$ cat config.mk
export PLATFORM = sky130hd
export DESIGN_NAME = dual_adc_conversion_sequencer
export DESIGN_NICKNAME = d
export VERILOG_FILES = /design/src/include/adc_seq_pkg.sv /design/src/hw/dual_adc_conversion_sequencer.sv /design/src/hw/sample_fifo.sv
export VERILOG_INCLUDE_DIRS = /design/src /design/src/include
export SDC_FILE = /design/constraint.sdc
export NUM_CORES = 1
export LEC_CHECK = 0
export BUFFER_PORTS_ARGS = -buffer_cell sky130_fd_sc_hd__buf_2
export CAP_MARGIN = 10
export CORE_ASPECT_RATIO = 0.8
export CORE_MARGIN = 2
export CORE_UTILIZATION = 25
export DETAILED_ROUTE_END_ITERATION = 8
export MAX_ROUTING_LAYER = met4
export PLACE_DENSITY_LB_ADDON = 0.15
export SLEW_MARGIN = 20
export SYNTH_ARGS = -nofsm -noshare
export SYNTH_HDL_FRONTEND = slang
export SYNTH_SLANG_ARGS = --single-unit
$ cat constraint.sdc
create_clock -name clk_sys_in -period 8.8 [get_ports clk_sys_in]
set_clock_uncertainty 0.2 [all_clocks]
set_input_delay 1.32 -clock clk_sys_in [delete_from_list [all_inputs] [get_ports clk_sys_in]]
set_output_delay 1.32 -clock clk_sys_in [all_outputs]
set_load 0.005 [all_outputs]
$ cat src/include/adc_seq_regs.svh
// timing counts, field widths and reset values for the conversion
// sequencer; included by the package user, holds definitions only
`ifndef ADC_SEQ_REGS_SVH
`define ADC_SEQ_REGS_SVH

// clock period of the system clock in picoseconds
`define SYS_PERIOD_PS 8000
// conversion length in external clock periods
`define CONV_PERIODS 13
// busy falls after this rising edge, counted from the start edge
`define BUSY_END_EDGE 14
// sample width of each converter
`define SAMPLE_BITS 12
// reference dac code width and power-up value
`define REF_DAC_BITS 10
`define REF_DAC_RESET 10'h3ff
// channel code reset value
`define INPUT_CODE_RESET 2'h0
// fifo depth in words
`define FIFO_DEPTH 32

`endif

$ cat src/include/adc_seq_pkg.sv
// types shared by the conversion sequencer and its bench
// assumes adc_seq_regs.svh is on the include path
`include "adc_seq_regs.svh"
package adc_seq_pkg;
   // sequencer states
   typedef enum logic [1:0] {
      st_idle = 2'b00,
      st_wait = 2'b01,
      st_conv = 2'b10
   } seq_state_type;

   // multiplexer routing code for one converter's positive/negative side
   typedef enum logic [2:0] {
      src_none = 3'b000,
      src_pair_zero_pos = 3'b001,
      src_pair_zero_neg_common = 3'b010,
      src_pair_one_pos = 3'b011,
      src_pair_one_neg = 3'b100
   } mux_src_type;

   // routing selected for one converter
   typedef struct packed {
      mux_src_type pos;
      mux_src_type neg;
   } mux_route_type;

   // one simultaneous result pair
   typedef struct packed {
      logic [`SAMPLE_BITS-1:0] conv_a;
      logic [`SAMPLE_BITS-1:0] conv_b;
   } sample_pair_type;
endpackage

$ cat src/hw/dual_adc_conversion_sequencer.sv
// conversion sequencer for a dual simultaneous-sampling converter pair
// assumes the external conversion clock and all strobes are already
// synchronous to clk_sys_in; the host samples busy and reads the fifo
`timescale 1ns/1ps
`include "adc_seq_regs.svh"

// Summary of operation
// - two converters sample and convert together
// - conversion spans thirteen external clock periods
// - busy rises after trigger fall, except nap
// - busy falls after fourteenth rising clock edge
// - trigger fall starts on next rising edge
// - per-converter multiplexer follows two-bit code
// - differential mode codes 00 and 11
// - pseudo mode uses pair-zero negative common, except code 11
// - ten-bit dac register sets reference output
// - pseudo codes 01 and 10 route pair one
// - strobes ignored unless select is low
// - busy high only from hold to done
module dual_adc_conversion_sequencer
   import adc_seq_pkg::*;
(
   // clock and reset
   input wire logic clk_sys_in,
   input wire logic rst_in,
   // conversion control from the host
   input wire logic sample_hold_trigger_n_in,
   input wire logic ext_clock_in,
   input wire logic auto_nap_in,
   // parallel strobes
   input wire logic select_n_in,
   input wire logic read_n_in,
   input wire logic write_n_in,
   input wire logic [`SAMPLE_BITS-1:0] write_data_in,
   input wire logic write_is_dac_in,
   // results of the two analog converters and pseudo mode select
   input wire logic [`SAMPLE_BITS-1:0] conv_a_result_in,
   input wire logic [`SAMPLE_BITS-1:0] conv_b_result_in,
   input wire logic pseudo_mode_in,
   // status and routing outputs
   output logic busy_out,
   output logic hold_out,
   output logic [3:0] conv_step_out,
   output mux_route_type route_out,
   output logic [`REF_DAC_BITS-1:0] reference_output_out,
   output logic [1:0] input_code_out,
   // result stream to the host
   output logic [`SAMPLE_BITS-1:0] read_data_out,
   output logic read_valid_out,
   output logic overflow_out
);
   // ------------------------------------------------------------
   // edge detection and state
   // ------------------------------------------------------------
   seq_state_type state; // sequencer state
   logic trig_q; // previous trigger level
   logic clk_q; // previous external clock level
   logic rd_q; // previous read strobe
   logic wr_q; // previous write strobe
   logic [3:0] edge_cnt; // rising edges since start
   logic trig_fall;
   logic clk_rise;
   logic rd_fall;
   logic wr_rise;
   logic store_valid; // result pair waiting to enter fifo
   sample_pair_type store_word; // captured pair
   logic fifo_ready;
   logic fifo_valid;
   sample_pair_type fifo_word;
   logic half_sel; // which converter the next read returns
   logic input_code_hi; // upper channel code bit
   logic input_code_lo; // lower channel code bit

   assign trig_fall = trig_q & ~sample_hold_trigger_n_in;
   assign clk_rise = ~clk_q & ext_clock_in;
   // select gates both strobes; high select ignores them
   assign rd_fall = rd_q & ~read_n_in & ~select_n_in;
   assign wr_rise = ~wr_q & write_n_in & ~select_n_in;

   // routing decode, used for both converters
   function automatic mux_route_type route_of(input logic pseudo,
                                              input logic [1:0] code);
      mux_route_type r;
      r.pos = src_none;
      r.neg = src_none;
      if (pseudo) begin
         // pair-zero negative is the common reference
         r.neg = src_pair_zero_neg_common;
         case (code)
            2'h0: r.pos = src_pair_zero_pos;
            2'h1: r.pos = src_pair_one_neg;
            2'h2: r.pos = src_pair_one_pos;
            default: begin
               r.pos = src_none;
               r.neg = src_none;
            end
         endcase
      end else begin
         case (code)
            2'h0: begin
               r.pos = src_pair_zero_pos;
               r.neg = src_pair_zero_neg_common;
            end
            2'h3: begin
               r.pos = src_pair_one_pos;
               r.neg = src_pair_one_neg;
            end
            default: begin
               r.pos = src_none;
            end
         endcase
      end
      return r;
   endfunction

   // ------------------------------------------------------------
   // input history registers
   // ------------------------------------------------------------
   always_ff @(posedge clk_sys_in) begin
      if (rst_in) begin
         trig_q <= 1'b1;
         clk_q <= 1'b0;
         rd_q <= 1'b1;
         wr_q <= 1'b1;
      end else begin
         trig_q <= sample_hold_trigger_n_in;
         clk_q <= ext_clock_in;
         rd_q <= read_n_in;
         wr_q <= write_n_in;
      end
   end

   // ------------------------------------------------------------
   // conversion sequencer
   // ------------------------------------------------------------
   // trigger fall enters hold at once; the first rising edge after it
   // is the start edge, counted as one
   always_ff @(posedge clk_sys_in) begin
      if (rst_in) begin
         state <= st_idle;
         edge_cnt <= 4'h0;
      end else begin
         case (state)
            st_idle: begin
               // a trigger while busy is ignored, not restarted
               if (trig_fall) begin
                  state <= clk_rise ? st_conv : st_wait;
                  edge_cnt <= clk_rise ? 4'h1 : 4'h0;
               end
            end
            st_wait: begin
               if (clk_rise) begin
                  state <= st_conv;
                  edge_cnt <= 4'h1;
               end
            end
            st_conv: begin
               if (clk_rise) begin
                  edge_cnt <= 4'(edge_cnt + 1'b1);
                  if (edge_cnt == 4'(`BUSY_END_EDGE - 1)) begin
                     state <= st_idle;
                  end
               end
            end
            default: begin
               state <= st_idle;
               edge_cnt <= 4'h0;
            end
         endcase
      end
   end

   // busy frames the hold; suppressed in nap mode
   always_ff @(posedge clk_sys_in) begin
      if (rst_in) begin
         busy_out <= 1'b0;
      end else begin
         busy_out <= (state != st_idle || trig_fall) && !auto_nap_in;
      end
   end

   assign hold_out = (state != st_idle); // both converters hold
   assign conv_step_out = edge_cnt;

   // ------------------------------------------------------------
   // result capture: both converters stored as one pair
   // ------------------------------------------------------------
   always_ff @(posedge clk_sys_in) begin
      if (rst_in) begin
         store_valid <= 1'b0;
         store_word <= '0;
         overflow_out <= 1'b0;
      end else begin
         if (state == st_conv && clk_rise &&
             edge_cnt == 4'(`BUSY_END_EDGE - 1)) begin
            store_word.conv_a <= conv_a_result_in;
            store_word.conv_b <= conv_b_result_in;
            store_valid <= 1'b1;
            overflow_out <= store_valid; // pair dropped by back-pressure
         end else if (fifo_ready) begin
            store_valid <= 1'b0;
         end
      end
   end

   sample_fifo #(
      .width($bits(sample_pair_type)),
      .depth(`FIFO_DEPTH)
   ) result_fifo (
      .clk_sys_in(clk_sys_in),
      .rst_in(rst_in),
      .in_valid_in(store_valid),
      .in_ready_out(fifo_ready),
      .in_data_in(store_word),
      .out_valid_out(fifo_valid),
      .out_ready_in(rd_fall && half_sel),
      .out_data_out(fifo_word)
   );

   // ------------------------------------------------------------
   // read port: converter a then b on successive read falls
   // ------------------------------------------------------------
   always_ff @(posedge clk_sys_in) begin
      if (rst_in) begin
         half_sel <= 1'b0;
         read_data_out <= '0;
         read_valid_out <= 1'b0;
      end else begin
         read_valid_out <= rd_fall && fifo_valid;
         if (rd_fall && fifo_valid) begin
            read_data_out <= half_sel ? fifo_word.conv_b : fifo_word.conv_a;
            half_sel <= ~half_sel;
         end
      end
   end

   // ------------------------------------------------------------
   // write port: channel code and reference dac
   // ------------------------------------------------------------
   always_ff @(posedge clk_sys_in) begin
      if (rst_in) begin
         input_code_hi <= 1'(`INPUT_CODE_RESET >> 1);
         input_code_lo <= 1'(`INPUT_CODE_RESET);
         reference_output_out <= `REF_DAC_RESET;
      end else if (wr_rise) begin
         if (write_is_dac_in) begin
            reference_output_out <= write_data_in[`REF_DAC_BITS-1:0];
         end else begin
            input_code_hi <= write_data_in[1];
            input_code_lo <= write_data_in[0];
         end
      end
   end

   assign input_code_out = {input_code_hi, input_code_lo};
   assign route_out = route_of(pseudo_mode_in, input_code_out);

   // ------------------------------------------------------------
   // checks
   // ------------------------------------------------------------
   busy_rise_a: assert property (@(posedge clk_sys_in) disable iff (rst_in)
      (state == st_idle && trig_fall && !auto_nap_in) |=> busy_out)
      else $error("busy did not rise after trigger");
   busy_fall_a: assert property (@(posedge clk_sys_in) disable iff (rst_in)
      (state == st_conv && clk_rise && edge_cnt == 4'hd)
      |=> state == st_idle ##1 !busy_out)
      else $error("busy did not fall after last edge");
   start_edge_a: assert property (@(posedge clk_sys_in) disable iff (rst_in)
      (state == st_wait && clk_rise) |=> edge_cnt == 4'h1)
      else $error("conversion start edge wrong");
   step_count_a: assert property (@(posedge clk_sys_in) disable iff (rst_in)
      (state == st_conv && clk_rise && edge_cnt < 4'hd)
      |=> edge_cnt == $past(edge_cnt) + 4'h1)
      else $error("conversion step count wrong");
   busy_frame_a: assert property (@(posedge clk_sys_in) disable iff (rst_in)
      (!auto_nap_in && $past(!auto_nap_in) && $past(state) == st_conv)
      |-> busy_out)
      else $error("busy low during conversion");
   select_gate_a: assert property (@(posedge clk_sys_in) disable iff (rst_in)
      select_n_in |=> $stable(reference_output_out))
      else $error("write taken while deselected");
   pseudo_ref_a: assert property (@(posedge clk_sys_in) disable iff (rst_in)
      (pseudo_mode_in && input_code_out != 2'h3)
      |-> route_out.neg == src_pair_zero_neg_common)
      else $error("pseudo mode lost common reference");
   diff_one_a: assert property (@(posedge clk_sys_in) disable iff (rst_in)
      (!pseudo_mode_in && input_code_out == 2'h3)
      |-> route_out.pos == src_pair_one_pos &&
          route_out.neg == src_pair_one_neg)
      else $error("differential pair one route wrong");
endmodule

$ cat src/hw/sample_fifo.sv
// flip-flop fifo with valid/ready on both sides
// assumes one clock and a synchronous active-high reset
`timescale 1ns/1ps
module sample_fifo #(
   parameter int width = 24,
   parameter int depth = 32
) (
   // clock and reset
   input wire logic clk_sys_in,
   input wire logic rst_in,
   // fill side
   input wire logic in_valid_in,
   output logic in_ready_out,
   input wire logic [width-1:0] in_data_in,
   // drain side
   output logic out_valid_out,
   input wire logic out_ready_in,
   output logic [width-1:0] out_data_out
);
   localparam int aw = $clog2(depth);
   logic [width-1:0] mem [depth]; // storage words
   logic [aw-1:0] wr_ptr; // next write slot
   logic [aw-1:0] rd_ptr; // next read slot
   logic [aw:0] count; // words held
   logic push;
   logic pop;

   assign in_ready_out = (count != (aw+1)'(depth));
   assign out_valid_out = (count != '0);
   assign out_data_out = mem[rd_ptr];
   assign push = in_valid_in & in_ready_out;
   assign pop = out_valid_out & out_ready_in;

   // write storage
   always_ff @(posedge clk_sys_in) begin
      if (push) begin
         mem[wr_ptr] <= in_data_in;
      end
   end

   // pointers and fill level
   always_ff @(posedge clk_sys_in) begin
      if (rst_in) begin
         wr_ptr <= '0;
         rd_ptr <= '0;
         count <= '0;
      end else begin
         if (push) begin
            wr_ptr <= aw'(wr_ptr + 1'b1);
         end
         if (pop) begin
            rd_ptr <= aw'(rd_ptr + 1'b1);
         end
         count <= (aw+1)'(count + push - pop);
      end
   end
endmodule

# Word level (Yosys, flattened, before mapping)
# Memory sizes are Yosys's and may differ from the RTL's. A register that Yosys moved wholly into a read port is not among the register bits.
# Index checks and enable logic that the tools add are counted.
dict set report op_classes {
  n_bitwise 15
  eq_ne 11
  addsub 5
  n_mux 23
  reduce_logical 17
}
# operator n
set ops {}
lappend ops {{12-bit 2-to-1 mux} 1}
lappend ops {{2-bit 2-to-1 mux} 6}
lappend ops {{4-bit 2-to-1 mux} 3}
lappend ops {{4-bit case mux with 3 select lines} 1}
lappend ops {{5-bit by 1-bit adder with 5-bit output, second input constant} 2}
lappend ops {{5-bit 2-to-1 mux} 2}
lappend ops {{3-bit case mux with 3 select lines} 1}
lappend ops {{1-bit bitwise AND} 8}
lappend ops {{2-bit != test, second input constant} 4}
lappend ops {{1-bit inverter} 7}
lappend ops {{6-bit by 1-bit adder with 6-bit output} 1}
lappend ops {{2-bit equality test, second input constant} 3}
lappend ops {{6-bit 2-to-1 mux} 1}
lappend ops {{6-bit != test, second input constant} 1}
lappend ops {{2-bit case mux with 3 select lines} 1}
lappend ops {{3-bit case mux with 2 select lines} 1}
lappend ops {{6-bit nonzero test} 1}
lappend ops {{6-bit by 1-bit subtractor with 6-bit output} 1}
lappend ops {{1-bit logical AND} 5}
lappend ops {{1-bit 2-to-1 mux} 5}
lappend ops {{4-bit by 1-bit adder with 4-bit output, second input constant} 1}
lappend ops {{2-bit by 1-bit equality test with 1-bit output, second input constant} 2}
lappend ops {{4-bit equality test, second input constant} 1}
lappend ops {{2-bit logical NOT} 2}
lappend ops {{8 further kinds} 10}
dict set report word_totals {
  mem_count 1
  elab_cells 92
  ramBits 768
  out_inout_bits 38
  ff_bits 79
  in_bits 46
}
# name depth width rd rd_ports_with_merged_regs wr line_no
set memory_table {}
lappend memory_table {result_fifo.mem 32 24 1 1 1 sample_fifo.sv:21} ;# logic [width-1:0] mem [depth];

# Longest topological paths before layout
# Gate-level depths: netlist of run 1.
dict set report depth {
  word_depth 7
  depth_mapped 16
  depth_no_buf 15
}

# Modules after synthesis
# From an unflattened synthesis of run 1, not the netlist that was laid out.
dict set report unflattened {
  cells_unflattened 1823
  hier_area_um2 33124.3
}
# module n_inst area_each_um2 cells_each seq_area_each_um2
set modules_own_cells {}
lappend modules_own_cells {sample_fifo 1 30471.7 1519 23482.5}
lappend modules_own_cells {dual_adc_conversion_sequencer 1 2652.5 304 1261.2}

# Worst setup path before layout of run 1
# OpenSTA, ideal clock, no wires.
dict set report synth_timing {
  path_type {input -> register}
  from {in read_n_in}
  to {reg result_fifo.count[4]}
  arrival_time_ns 3.392
  cell_stages 13
  t_required_ns 8.472
  slack_ns 5.081
  setup_ns 0.128
  path_buffers 1
  cell_sequence {a2111oi_2 -> and2_1 -> clkbuf_1 -> xor2_1 -> ha_1 -> inv_1 -> fa_1 -> inv_1 -> a21oi_1 -> nor2_1 -> nor2_1 -> xor2_1 -> nor2_1}
}
dict set report synth_via {
  elab_chain_len 6
}
# element line_no
set synth_rtl {}
lappend synth_rtl {{from (decl)} dual_adc_conversion_sequencer.sv:32} ;# input wire logic read_n_in,
lappend synth_rtl {{1-bit inverter} dual_adc_conversion_sequencer.sv:77} ;# assign rd_fall = rd_q & ~read_n_in & ~select_n_in;
lappend synth_rtl {{1-bit bitwise AND (2 in series)} dual_adc_conversion_sequencer.sv:77}
lappend synth_rtl {{1-bit logical AND} dual_adc_conversion_sequencer.sv:216} ;# .out_ready_in(rd_fall && half_sel),
lappend synth_rtl {{1-bit bitwise AND} sample_fifo.sv:32} ;# assign pop = out_valid_out & out_ready_in;
lappend synth_rtl {{6-bit by 1-bit subtractor with 6-bit output} sample_fifo.sv:54} ;# count <= (aw+1)'(count + push - pop);
lappend synth_rtl {{to (signal assigned)} sample_fifo.sv:54}
lappend synth_rtl {{to (decl)} sample_fifo.sv:24} ;# logic [aw:0] count;
# No other way between the ends.
# A chain may end at the register's enable or synchronous reset.

==> flow_metrics.py, run 1 <==
metrics = {
    "outcome": {
        "outcome": "finished, final reports clean",
    },
    "logic_synthesis": {
        "syn_area_per_cell_um2": 18.8,
        "synth_top_cell_by_area": "edfxtp_1",
        "syn-instance-count": 1756,
        "synth_ff_type": "edfxtp_1",
        "synth_edf_count": 768,
        "yosysMostFrequentCell": "edfxtp_1",
        "yosysWarnings": 0,
        "async_reset_ff_share_pct": 0,
        "syn_nets": 1823,
        "synth_top_area_share_pct": 69.8,
        "synth.area.top_cells": "edfxtp_1 70%, mux4_2 8.7%, mux2i_1 5.2%",
        "ys_ff_latch": 852,
        "synth_cell_types": 54,
        "synthesis.area_um2": 33000,
        "synth_common_cells": "768 x edfxtp_1, 170 x mux2i_1, 128 x mux4_2",
        "synth_seq_area_share_pct": 74.9,
    },
    "placement": {
        "gp_congestion": 0.743,
        "dp_hpwl_mm": 50.9,
        "placed_area_um2": 35900,
        "portBuffers": 80,
    },
    "routing": {
        "dr.pass1.iters": 5,
        "vias_per_cell": 4.47,
        "routed_wl_mm": 88.2,
        "drtAntennaViolNets": 0,
        "post_drt_wl_per_cell_um": 23.7,
        "via_count": 16600,
        "post-route-drc-count": 0,
        "drt_iter0_drc": 1248,
    },
    "floorplan": {
        "dieHeight_um": 329,
        "rows": 119,
        "initial_core_util_pct": 25.2,
        "ios": 84,
        "die-area_um2": 135000,
        "core-area_um2": 131000,
        "die_width_um": 410,
    },
    "timing": {
        "grt_setup_unrepaired": "no",
        "slew-limit-headroom_pct": 24.9,
        "worst_hold_slack_ns": 0.266,
        "tns_ns": 0,
        "fin_crit_sh_pct": 47.1,
        "max_clock_freq_mhz": 241,
        "drv_slew": 0,
        "tightestPinTransition_ns": 1.12,
        "setup_violations": 0,
        "hold_viol": 0,
        "period_needed_ns": 4.14,
    },
    "cts": {
        "cts_inserted_buffers": 89,
        "cts_setup_buffers": 0,
        "clockRootBuffer": "clkbuf_16",
        "cts-hold-fix-buffers": 0,
        "clockBufferDepth": 3,
        "clock_latency_ns": 0.67,
        "post_cts_resized": 0,
        "path_clk_slew_ns": 0.06,
        "clock-sinks": 852,
        "cts_tree": "yes",
        "htree_levels": 3,
    },
    "power_and_ir_drop": {
        "power_density_nw_per_um2": 207,
        "max-vdd-ir-drop_uv": 171,
        "cellLeakagePower_uw": 0.0136,
    },
    "global_routing": {
        "first_global_vias": 17300,
        "track_usage_pct": 13.4,
        "grt_max_degree": 103,
        "grt_pass1_wl_mm": 126,
        "gr-total-overflow": 0,
        "antenna_found_initial": 5,
    },
    "worst_setup_path": {
        "worst-endpoint-arrival_ns": 4.50,
        "cp-start-kind": "register",
        "worstSetupEndpointType": "register",
        "required_ns": 9.16,
        "crit_fanout": 40,
        "regToRegSetupSlack_ns": 4.66,
        "critPathKind": "register to register",
    },
    "min_path": {
        "worstHoldPathType": "register to register",
    },
    "cells_and_area": {
        "layout.nets": 1960,
        "final_cell_area_um2": 38700,
        "utilization_pct": 29.5,
        "areaGrowthSynthToFinish_pct": 17.1,
        "drive_gt1_share_pct": 22.9,
    },
    "flow_run": {
        "maxCapViolCount": 0,
    },
}
-- final timing paths --
check	startpoint	endpoint	cells after the start
worst min register to register	overflow_out$_SDFFE_PP0P_	overflow_out$_SDFFE_PP0P_	2
worst max-delay path	register	read_data_out[8]$_SDFFE_PP0P_	7
worst min-delay path	overflow_out$_SDFFE_PP0P_	overflow_out$_SDFFE_PP0P_	2
worst max register to register	register	read_data_out[8]$_SDFFE_PP0P_	7
-- kinds of logic after synthesis --
kind of cell / count (synthesis) / share of synthesized area, %
xor+xnor: 13 / 0.345
other cells: 1 / 0.0114
compound gates: 190 / 3.96
simple gates: 261 / 3.70
flops: 852 / 74.9
buf+inv: 114 / 2.01
mux: 304 / 14.3
fa+ha+maj: 21 / 0.818
-- power by group --
part           leakage (uW)  switching [uW]  total, uW  internal (uW)
clock network       0.00132            1550       3610           2050
registers           0.00958            6.02       4350           4350
logic               0.00273            32.1       54.5           22.4
total                0.0136            1590       8010           6420
-- critical path, cell delays in order, from the launching register on --
cell and delay (ns):
dfxtp_4 0.81, buf_4 0.79, mux4_2 0.61, mux4_2 0.48, nor2b_1 0.50, a2111oi_0 0.15, buf_4 0.20, a221o_1 0.25
-- stage by stage --
stage	total power, uW	setup slack (ns)	std cells
finish	8010	4.66	3720
global route	8280	4.40	3716
CTS	8130	4.56	3713
detailed placement	4490	4.26	3553
global placement	4490	4.29	3548
floorplan	4470	5.08	1756
-- flip-flops by register name, summed over array words and instances (netlist names), named ones only --
signal	count
result_fifo.mem	768
store_valid	1
reference_output_out	10
result_fifo.rd_ptr	5
rd_q	1
overflow_out	1
result_fifo.count	6
read_valid_out	1
conv_step_out	4
busy_out	1
state	2
input_code_lo	1
wr_q	1
store_word	24
input_code_hi	1
read_data_out	12
half_sel	1
result_fifo.wr_ptr	5
clk_q	1
trig_q	1
-- layout by cell type, fill, tap and decap left out, types with 5 or more instances in the layout --
cell type  count
dfxtp_2       12
ha_1          20
nor4_1         8
nor2_4        30
edfxtp_1     768
xor2_1         8
a22oi_1       67
mux2i_1      170
buf_16         6
a221o_1       11
nor2_2         5
or2_2          7
a2111oi_0     13
nor2b_1       29
nand2_1       93
clkinv_1      15
buf_2         80
a211oi_1      13
nand3b_1      12
dfxtp_1       69
inv_1         16
clkbuf_16     91
clkbuf_1      34
nor2_1        45
clkinv_2       7
xnor2_1        5
a21oi_1       69
buf_4         55
mux4_2       128
-- cell type report --
type / count / area (um2)
tap: 1754 / 2190
timing repair buffer: 144 / 1040
clock buffer: 129 / 2460
clock inverter: 31 / 265
sequential: 852 / 24800
antenna: 4 / 10.0
fill: 13000 / 92600
multi-input combinational: 790 / 7900
inverter: 16 / 60.1
-- metal layers --
metal	routed length, um	part of all wire (%)	vias to the layer above	GRT usage [%]
met3	3740	4.2	120	2.21
met1	45300	51	8822	20.1
met2	37300	42	349	18.8
met5	0	0	-	-
li1	-	-	7327	-
met4	1790	2.0	0	3.55
Note: power is estimated with default switching activity, not from simulation.
==> run 2, diff against run 1 <==
==> constraint.sdc (replaced) <==
create_clock -name clk_sys_in -period 3.9 [get_ports clk_sys_in]
set_clock_uncertainty 0.2 [all_clocks]
set_input_delay 0.585 -clock clk_sys_in [delete_from_list [all_inputs] [get_ports clk_sys_in]]
set_output_delay 0.585 -clock clk_sys_in [all_outputs]
set_load 0.005 [all_outputs]
==> run 2 against run 1 <==
  * Sequential power grew 130%
  * Hold slack lost 0.13 ns
  * Power grew 130%
  * Sequential cell count is the same
  * Die area is the same
  * Wire length grew 2.3%
  * Sequential share of layout area shrank 1.7 points
  * Critical path type unchanged
  * Critical path depth grew 3
  * Count of clock-buffer cells in the layout shrank 5
  * Cell area grew 2.8%
==> flow_metrics.py, run 2 (synthesis results as in run 1) <==
metrics = {
    "cts": {
        "cts_inserted_buffers": 90,
        "cts_tree": "yes",
        "post_cts_resized": 0,
        "path_clk_slew_ns": 0.06,
        "clock_latency_ns": 0.68,
        "htree_levels": 3,
        "cts_setup_buffers": 0,
        "clockRootBuffer": "clkbuf_16",
        "clock-sinks": 852,
        "cts-hold-fix-buffers": 39,
        "clockBufferDepth": 3,
    },
    "routing": {
        "routed_wl_mm": 90.2,
        "via_count": 17000,
        "vias_per_cell": 4.44,
        "dr.pass1.iters": 5,
        "post_drt_wl_per_cell_um": 23.6,
        "post-route-drc-count": 0,
        "drtAntennaViolNets": 0,
        "drt_iter0_drc": 1299,
    },
    "cells_and_area": {
        "utilization_pct": 30.3,
        "largest_reg_flops": 768,
        "reg_top3": "result_fifo.mem x768, store_word x24, read_data_out x12",
        "mostFrequentLayoutCells": "768 x edfxtp_1, 170 x mux2i_1, 128 x mux4_2",
        "drive_gt1_share_pct": 25.4,
        "mostFrequentLayoutCell": "edfxtp_1",
        "top_register": "result_fifo.mem",
        "areaGrowthSynthToFinish_pct": 20.4,
        "layout.nets": 2061,
    },
    "placement": {
        "portBuffers": 80,
        "dp_hpwl_mm": 55.1,
        "gp_congestion": 0.732,
    },
    "floorplan": {
        "die_width_um": 410,
        "ios": 84,
        "initial_core_util_pct": 25.2,
        "rows": 119,
        "core-area_um2": 131000,
        "dieHeight_um": 329,
        "die-area_um2": 135000,
    },
    "outcome": {
        "outcome": "finished, final reports clean",
    },
    "worst_setup_path": {
        "worst-endpoint-arrival_ns": 3.96,
        "worstSetupEndpointType": "register",
        "critPathKind": "register to register",
        "cp-start-kind": "register",
        "crit_fanout": 7,
        "cp_cell_sequence": "inv_1, ha_1, nor3b_1, a2111oi_2, and2b_1, nand2_1, buf_4, nor4_1, buf_4, a221o_1",
        "required_ns": 4.31,
        "path_common_cell": "buf_4",
        "cp_slowest_stage_delay_ns": 0.87,
        "critPathSlowestCell": "nor4_1",
    },
    "timing": {
        "period_needed_ns": 3.56,
        "drv_slew": 0,
        "fin_crit_sh_pct": 91.2,
        "tightestPinTransition_ns": 1.14,
        "max_clock_freq_mhz": 281,
        "hold_viol": 0,
        "setup_violations": 0,
        "slew-limit-headroom_pct": 23.3,
        "tns_ns": 0,
        "grt_setup_unrepaired": "no",
    },
    "flow_run": {
        "maxCapViolCount": 0,
    },
    "global_routing": {
        "grt_pass1_wl_mm": 130,
        "track_usage_pct": 13.8,
        "gr-total-overflow": 0,
        "grt_max_degree": 73,
        "first_global_vias": 17700,
        "antenna_found_initial": 7,
    },
    "min_path": {
        "worstHoldPathType": "input port to register",
    },
    "power_and_ir_drop": {
        "max-vdd-ir-drop_uv": 333,
        "cellLeakagePower_uw": 0.0142,
        "power_density_nw_per_um2": 461,
    },
}
## run 2: cell types whose count changed in the layout (fill, tap and decap cells not counted), sizes merged
| cell | change |
|---|---|
| inv | +7 |
| clkbuf | -5 |
| dlygate4sd3 | +39 |
| diode | +1 |
| clkinv | +3 |
| buf | +61 |
## run 2: power breakdown
part / switching [uW] / internal, uW
Combinational: 78.6 / 76.5
Sequential: 13.7 / 9810
Clock: 3610 / 4740
Total: 3700 / 14600
## run 2: stage by stage
| stage | std cells | hold slack, ns | total power (uW) | instance area, um2 | setup slack [ns] |
|---|---|---|---|---|---|
| floorplan | 1756 | 0.241 | 10100 | 33000 | 0.720 |
| global placement | 3608 | 0.250 | 10100 | 36300 | 0.169 |
| detailed placement | 3616 | 0.251 | 10100 | 36500 | 0.136 |
| CTS | 3820 | 0.0695 | 18600 | 39700 | 0.124 |
| global route | 3822 | 0.0939 | 19000 | 39800 | 0.171 |
| finish | 3826 | 0.134 | 18300 | 39800 | 0.344 |
## run 2: final cells by class
cell class,count,area [um2]
flip-flops and latches,852,24800
repair buffers,244,2010
diodes,5,12.5
clock buffers,124,2490
multi-input cells,790,7890
well taps,1754,2190
fillers,12800,91600
inverters,16,60.1
clock inverters,41,335
## run 2: final timing paths
path	start	to	slack [ns]	depth (start not counted)
worst max register to register	result_fifo.count[2]$_SDFF_PP0_	read_data_out[6]$_SDFFE_PP0P_	0.34	10
worst min-delay path	write_is_dac_in	input_code_lo$_SDFFE_PP0P_	0.13	4
worst min register to register	store_word[5]$_SDFFE_PP0P_	store_word[5]$_SDFFE_PP0P_	0.26	2
worst max-delay path	result_fifo.count[2]$_SDFF_PP0_	read_data_out[6]$_SDFFE_PP0P_	0.34	10
## run 2: worst max-delay path, delay by kind of cell, from the launching register on
family | cells | cell delay [ns]
AO/OA/AOI/OAI | 2 | 0.56
adder cells (fa/ha/maj) | 1 | 0.18
buffers and inverters | 3 | 0.55
flip-flops | 1 | 0.34
AND/OR/NAND/NOR | 4 | 1.66
## run 2: metal layers
layer | track usage [%] | part of all wire [%]
met2 | 19.5 | 43
met1 | 20.5 | 51
met4 | 2.96 | 1.7
met5 | - | 0
met3 | 2.48 | 4.3
==> run 3, diff against run 2 <==
--- a/config.mk
+++ b/config.mk
@@ -12,8 +12,9 @@
 export CORE_MARGIN = 2
 export CORE_UTILIZATION = 25
 export DETAILED_ROUTE_END_ITERATION = 8
+export HOLD_SLACK_MARGIN = 0.03
 export MAX_ROUTING_LAYER = met4
-export PLACE_DENSITY_LB_ADDON = 0.15
+export PLACE_DENSITY_LB_ADDON = 0.2
 export SLEW_MARGIN = 20
 export SYNTH_ARGS = -nofsm -noshare
 export SYNTH_HDL_FRONTEND = slang
==> run 3 against run 2 <==
  * Wire length decreased by 4.5%
  * Highest routed layer unchanged
  * Power decreased by 0.64%
  * Global-route usage decreased by 0.67 points
  * Critical path depth decreased by 1
  * Sequential cell count unchanged
  * Cell count decreased by 0.73%
  * Count of clock-buffer cells in the layout decreased by 14
  * Utilization decreased by 0.14 points
  * Largest cell class unchanged
  * Die area unchanged
  * Setup slack improved by 0.17 ns
  * Register-to-register slack improved by 0.17 ns
  * Largest power group unchanged
  * Hold slack got worse by 0.0080 ns
==> flow_metrics.py, run 3 (synthesis results as in run 1) <==
metrics = {
    "cts": {
        "clockBufferDepth": 3,
        "clock-sinks": 852,
        "cts_inserted_buffers": 86,
        "cts_setup_buffers": 0,
        "clockRootBuffer": "clkbuf_16",
        "clock_latency_ns": 0.69,
        "cts-hold-fix-buffers": 39,
        "path_clk_slew_ns": 0.06,
        "htree_levels": 3,
        "cts_tree": "yes",
        "post_cts_resized": 0,
    },
    "cells_and_area": {
        "layout.nets": 2036,
        "top_register": "result_fifo.mem",
        "utilization_pct": 30.1,
        "largest_reg_flops": 768,
        "multiInputGateArea_um2": 7900,
        "mostFrequentLayoutCell": "edfxtp_1",
        "fill_cells": 12900,
        "seqCellArea_um2": 24800,
        "areaGrowthSynthToFinish_pct": 19.8,
        "reg_top3": "result_fifo.mem x768, store_word x24, read_data_out x12",
        "mostFrequentLayoutCells": "768 x edfxtp_1, 170 x mux2i_1, 128 x mux4_2",
        "drive_gt1_share_pct": 24.4,
    },
    "routing": {
        "vias_per_cell": 4.44,
        "routed_wl_mm": 86.1,
        "drtAntennaViolNets": 0,
        "post-route-drc-count": 0,
        "post_drt_wl_per_cell_um": 22.7,
        "drt_iter0_drc": 1272,
        "via_count": 16900,
        "dr.pass1.iters": 5,
    },
    "power_and_ir_drop": {
        "cellLeakagePower_uw": 0.0140,
        "power_density_nw_per_um2": 460,
        "combPwrFrac_pct": 0.8,
        "switchingPower_uw": 3640,
        "p_seq_share_pct": 53.9,
        "switching_share_pct": 20.0,
        "p_int_uw": 14600,
        "clockPowerShare_pct": 45.3,
        "max-vdd-ir-drop_uv": 264,
    },
    "worst_setup_path": {
        "cp_slowest_stage_delay_ns": 0.66,
        "critPathSlowestCell": "nor4_1",
        "cp-start-kind": "register",
        "worstSetupEndpointType": "register",
        "worst-endpoint-arrival_ns": 3.80,
        "r2r_cells": 9,
        "crit_fanout": 8,
        "critPathKind": "register to register",
        "required_ns": 4.31,
        "cp_cell_sequence": "inv_1, ha_1, nor3b_1, a2111oi_2, and2b_1, nand2_1, buf_4, nor4_1, a221o_1",
    },
    "outcome": {
        "outcome": "finished, final reports clean",
    },
    "min_path": {
        "worstHoldPathType": "input port to register",
        "holdPathStages": 4,
    },
    "placement": {
        "gp_congestion": 0.740,
        "pre_cts_ws_ns": 0.423,
        "dp_hpwl_mm": 52.2,
        "portBuffers": 80,
    },
    "global_routing": {
        "grt_pass1_wl_mm": 124,
        "first_global_vias": 17500,
        "antenna_found_initial": 5,
        "gr-total-overflow": 0,
        "track_usage_pct": 13.1,
        "grt_max_degree": 73,
    },
    "timing": {
        "period_needed_ns": 3.39,
        "setup_violations": 0,
        "tns_ns": 0,
        "fin_crit_sh_pct": 86.9,
        "drv_slew": 0,
        "hold_viol": 0,
        "layout_setup_ws_ns": 0.510,
        "slew-limit-headroom_pct": 35.3,
        "max_clock_freq_mhz": 295,
        "grt_setup_unrepaired": "no",
        "tightestPinTransition_ns": 0.969,
    },
    "floorplan": {
        "dieHeight_um": 329,
        "initial_core_util_pct": 25.2,
        "die_width_um": 410,
        "ios": 84,
        "die-area_um2": 135000,
        "rows": 119,
        "core-area_um2": 131000,
    },
    "flow_run": {
        "maxCapViolCount": 0,
    },
}
run 3: cell count changes in the layout (fill, tap and decap cells not counted), moves of 3 or more:
cell,delta
clkbuf_16,-5
clkbuf_8,-5
clkbuf_1,-4
clkinv_1,+4
nor2_4,+3
buf_16,-6
inv_6,-4
bufinv_16,+4
buf_4,-25
buf_12,+10
run 3: per-layer routing:
metal / GRT usage [%] / vias up / wire length (um)
met5: - / - / 0
met2: 18.8 / 356 / 37300
met1: 18.9 / 8933 / 43000
li1: - / 7476 / -
met4: 3.01 / 0 / 1520
met3: 2.74 / 115 / 4320
run 3: stage by stage:
| stage | cell area, um2 | hold slack (ns) | instances | power, uW |
|---|---|---|---|---|
| 3_5_place_dp | 36400 | 0.248 | 3596 | 10100 |
| 2_1_floorplan | 33000 | 0.241 | 1756 | 10100 |
| 4_1_cts | 39600 | 0.0659 | 3793 | 18500 |
| 5_1_grt | 39600 | 0.133 | 3794 | 18800 |
| 3_3_place_gp | 36400 | 0.247 | 3596 | 10100 |
| 6_report | 39600 | 0.126 | 3798 | 18200 |
run 3: area by class of cell:
cell class | count | share of cell area [%]
diodes | 5 | 0.0316
clock buffers | 110 | 5.77
clock inverters | 48 | 1.27
inverters | 16 | 0.152
multi-input cells | 790 | 20.0
flip-flops and latches | 852 | 62.6
well taps | 1754 | 5.54
repair buffers | 223 | 4.70
run 3: path summary, 6_finish.rpt:
kind | slack (ns) | start | end
worst max-delay path | 0.51 | result_fifo.count[2]$_SDFF_PP0_ | read_data_out[1]$_SDFFE_PP0P_
worst min-delay path | 0.13 | write_is_dac_in | input_code_lo$_SDFFE_PP0P_
worst max register to register | 0.51 | result_fifo.count[2]$_SDFF_PP0_ | read_data_out[1]$_SDFFE_PP0P_
worst min register to register | 0.26 | overflow_out$_SDFFE_PP0P_ | overflow_out$_SDFFE_PP0P_
run 3: critical path, delay by kind of cell (launching register included):
kind                     cells  cell delay [ns]
AND/OR/NAND/NOR              4             1.62
AO/OA/AOI/OAI                2             0.67
flip-flops                   1             0.33
buffers and inverters        2             0.34
adder cells (fa/ha/maj)      1             0.18
run 3: power groups by stage:
stage | clock [uW] | combinational (uW) | sequential [uW]
after floorplan | 0 | 65.8 | 10000
after global placement | 0 | 117 | 10000
after detailed placement | 0 | 120 | 10000
after CTS | 8500 | 151 | 9820
after global routing | 8830 | 167 | 9820
final | 8240 | 149 | 9820
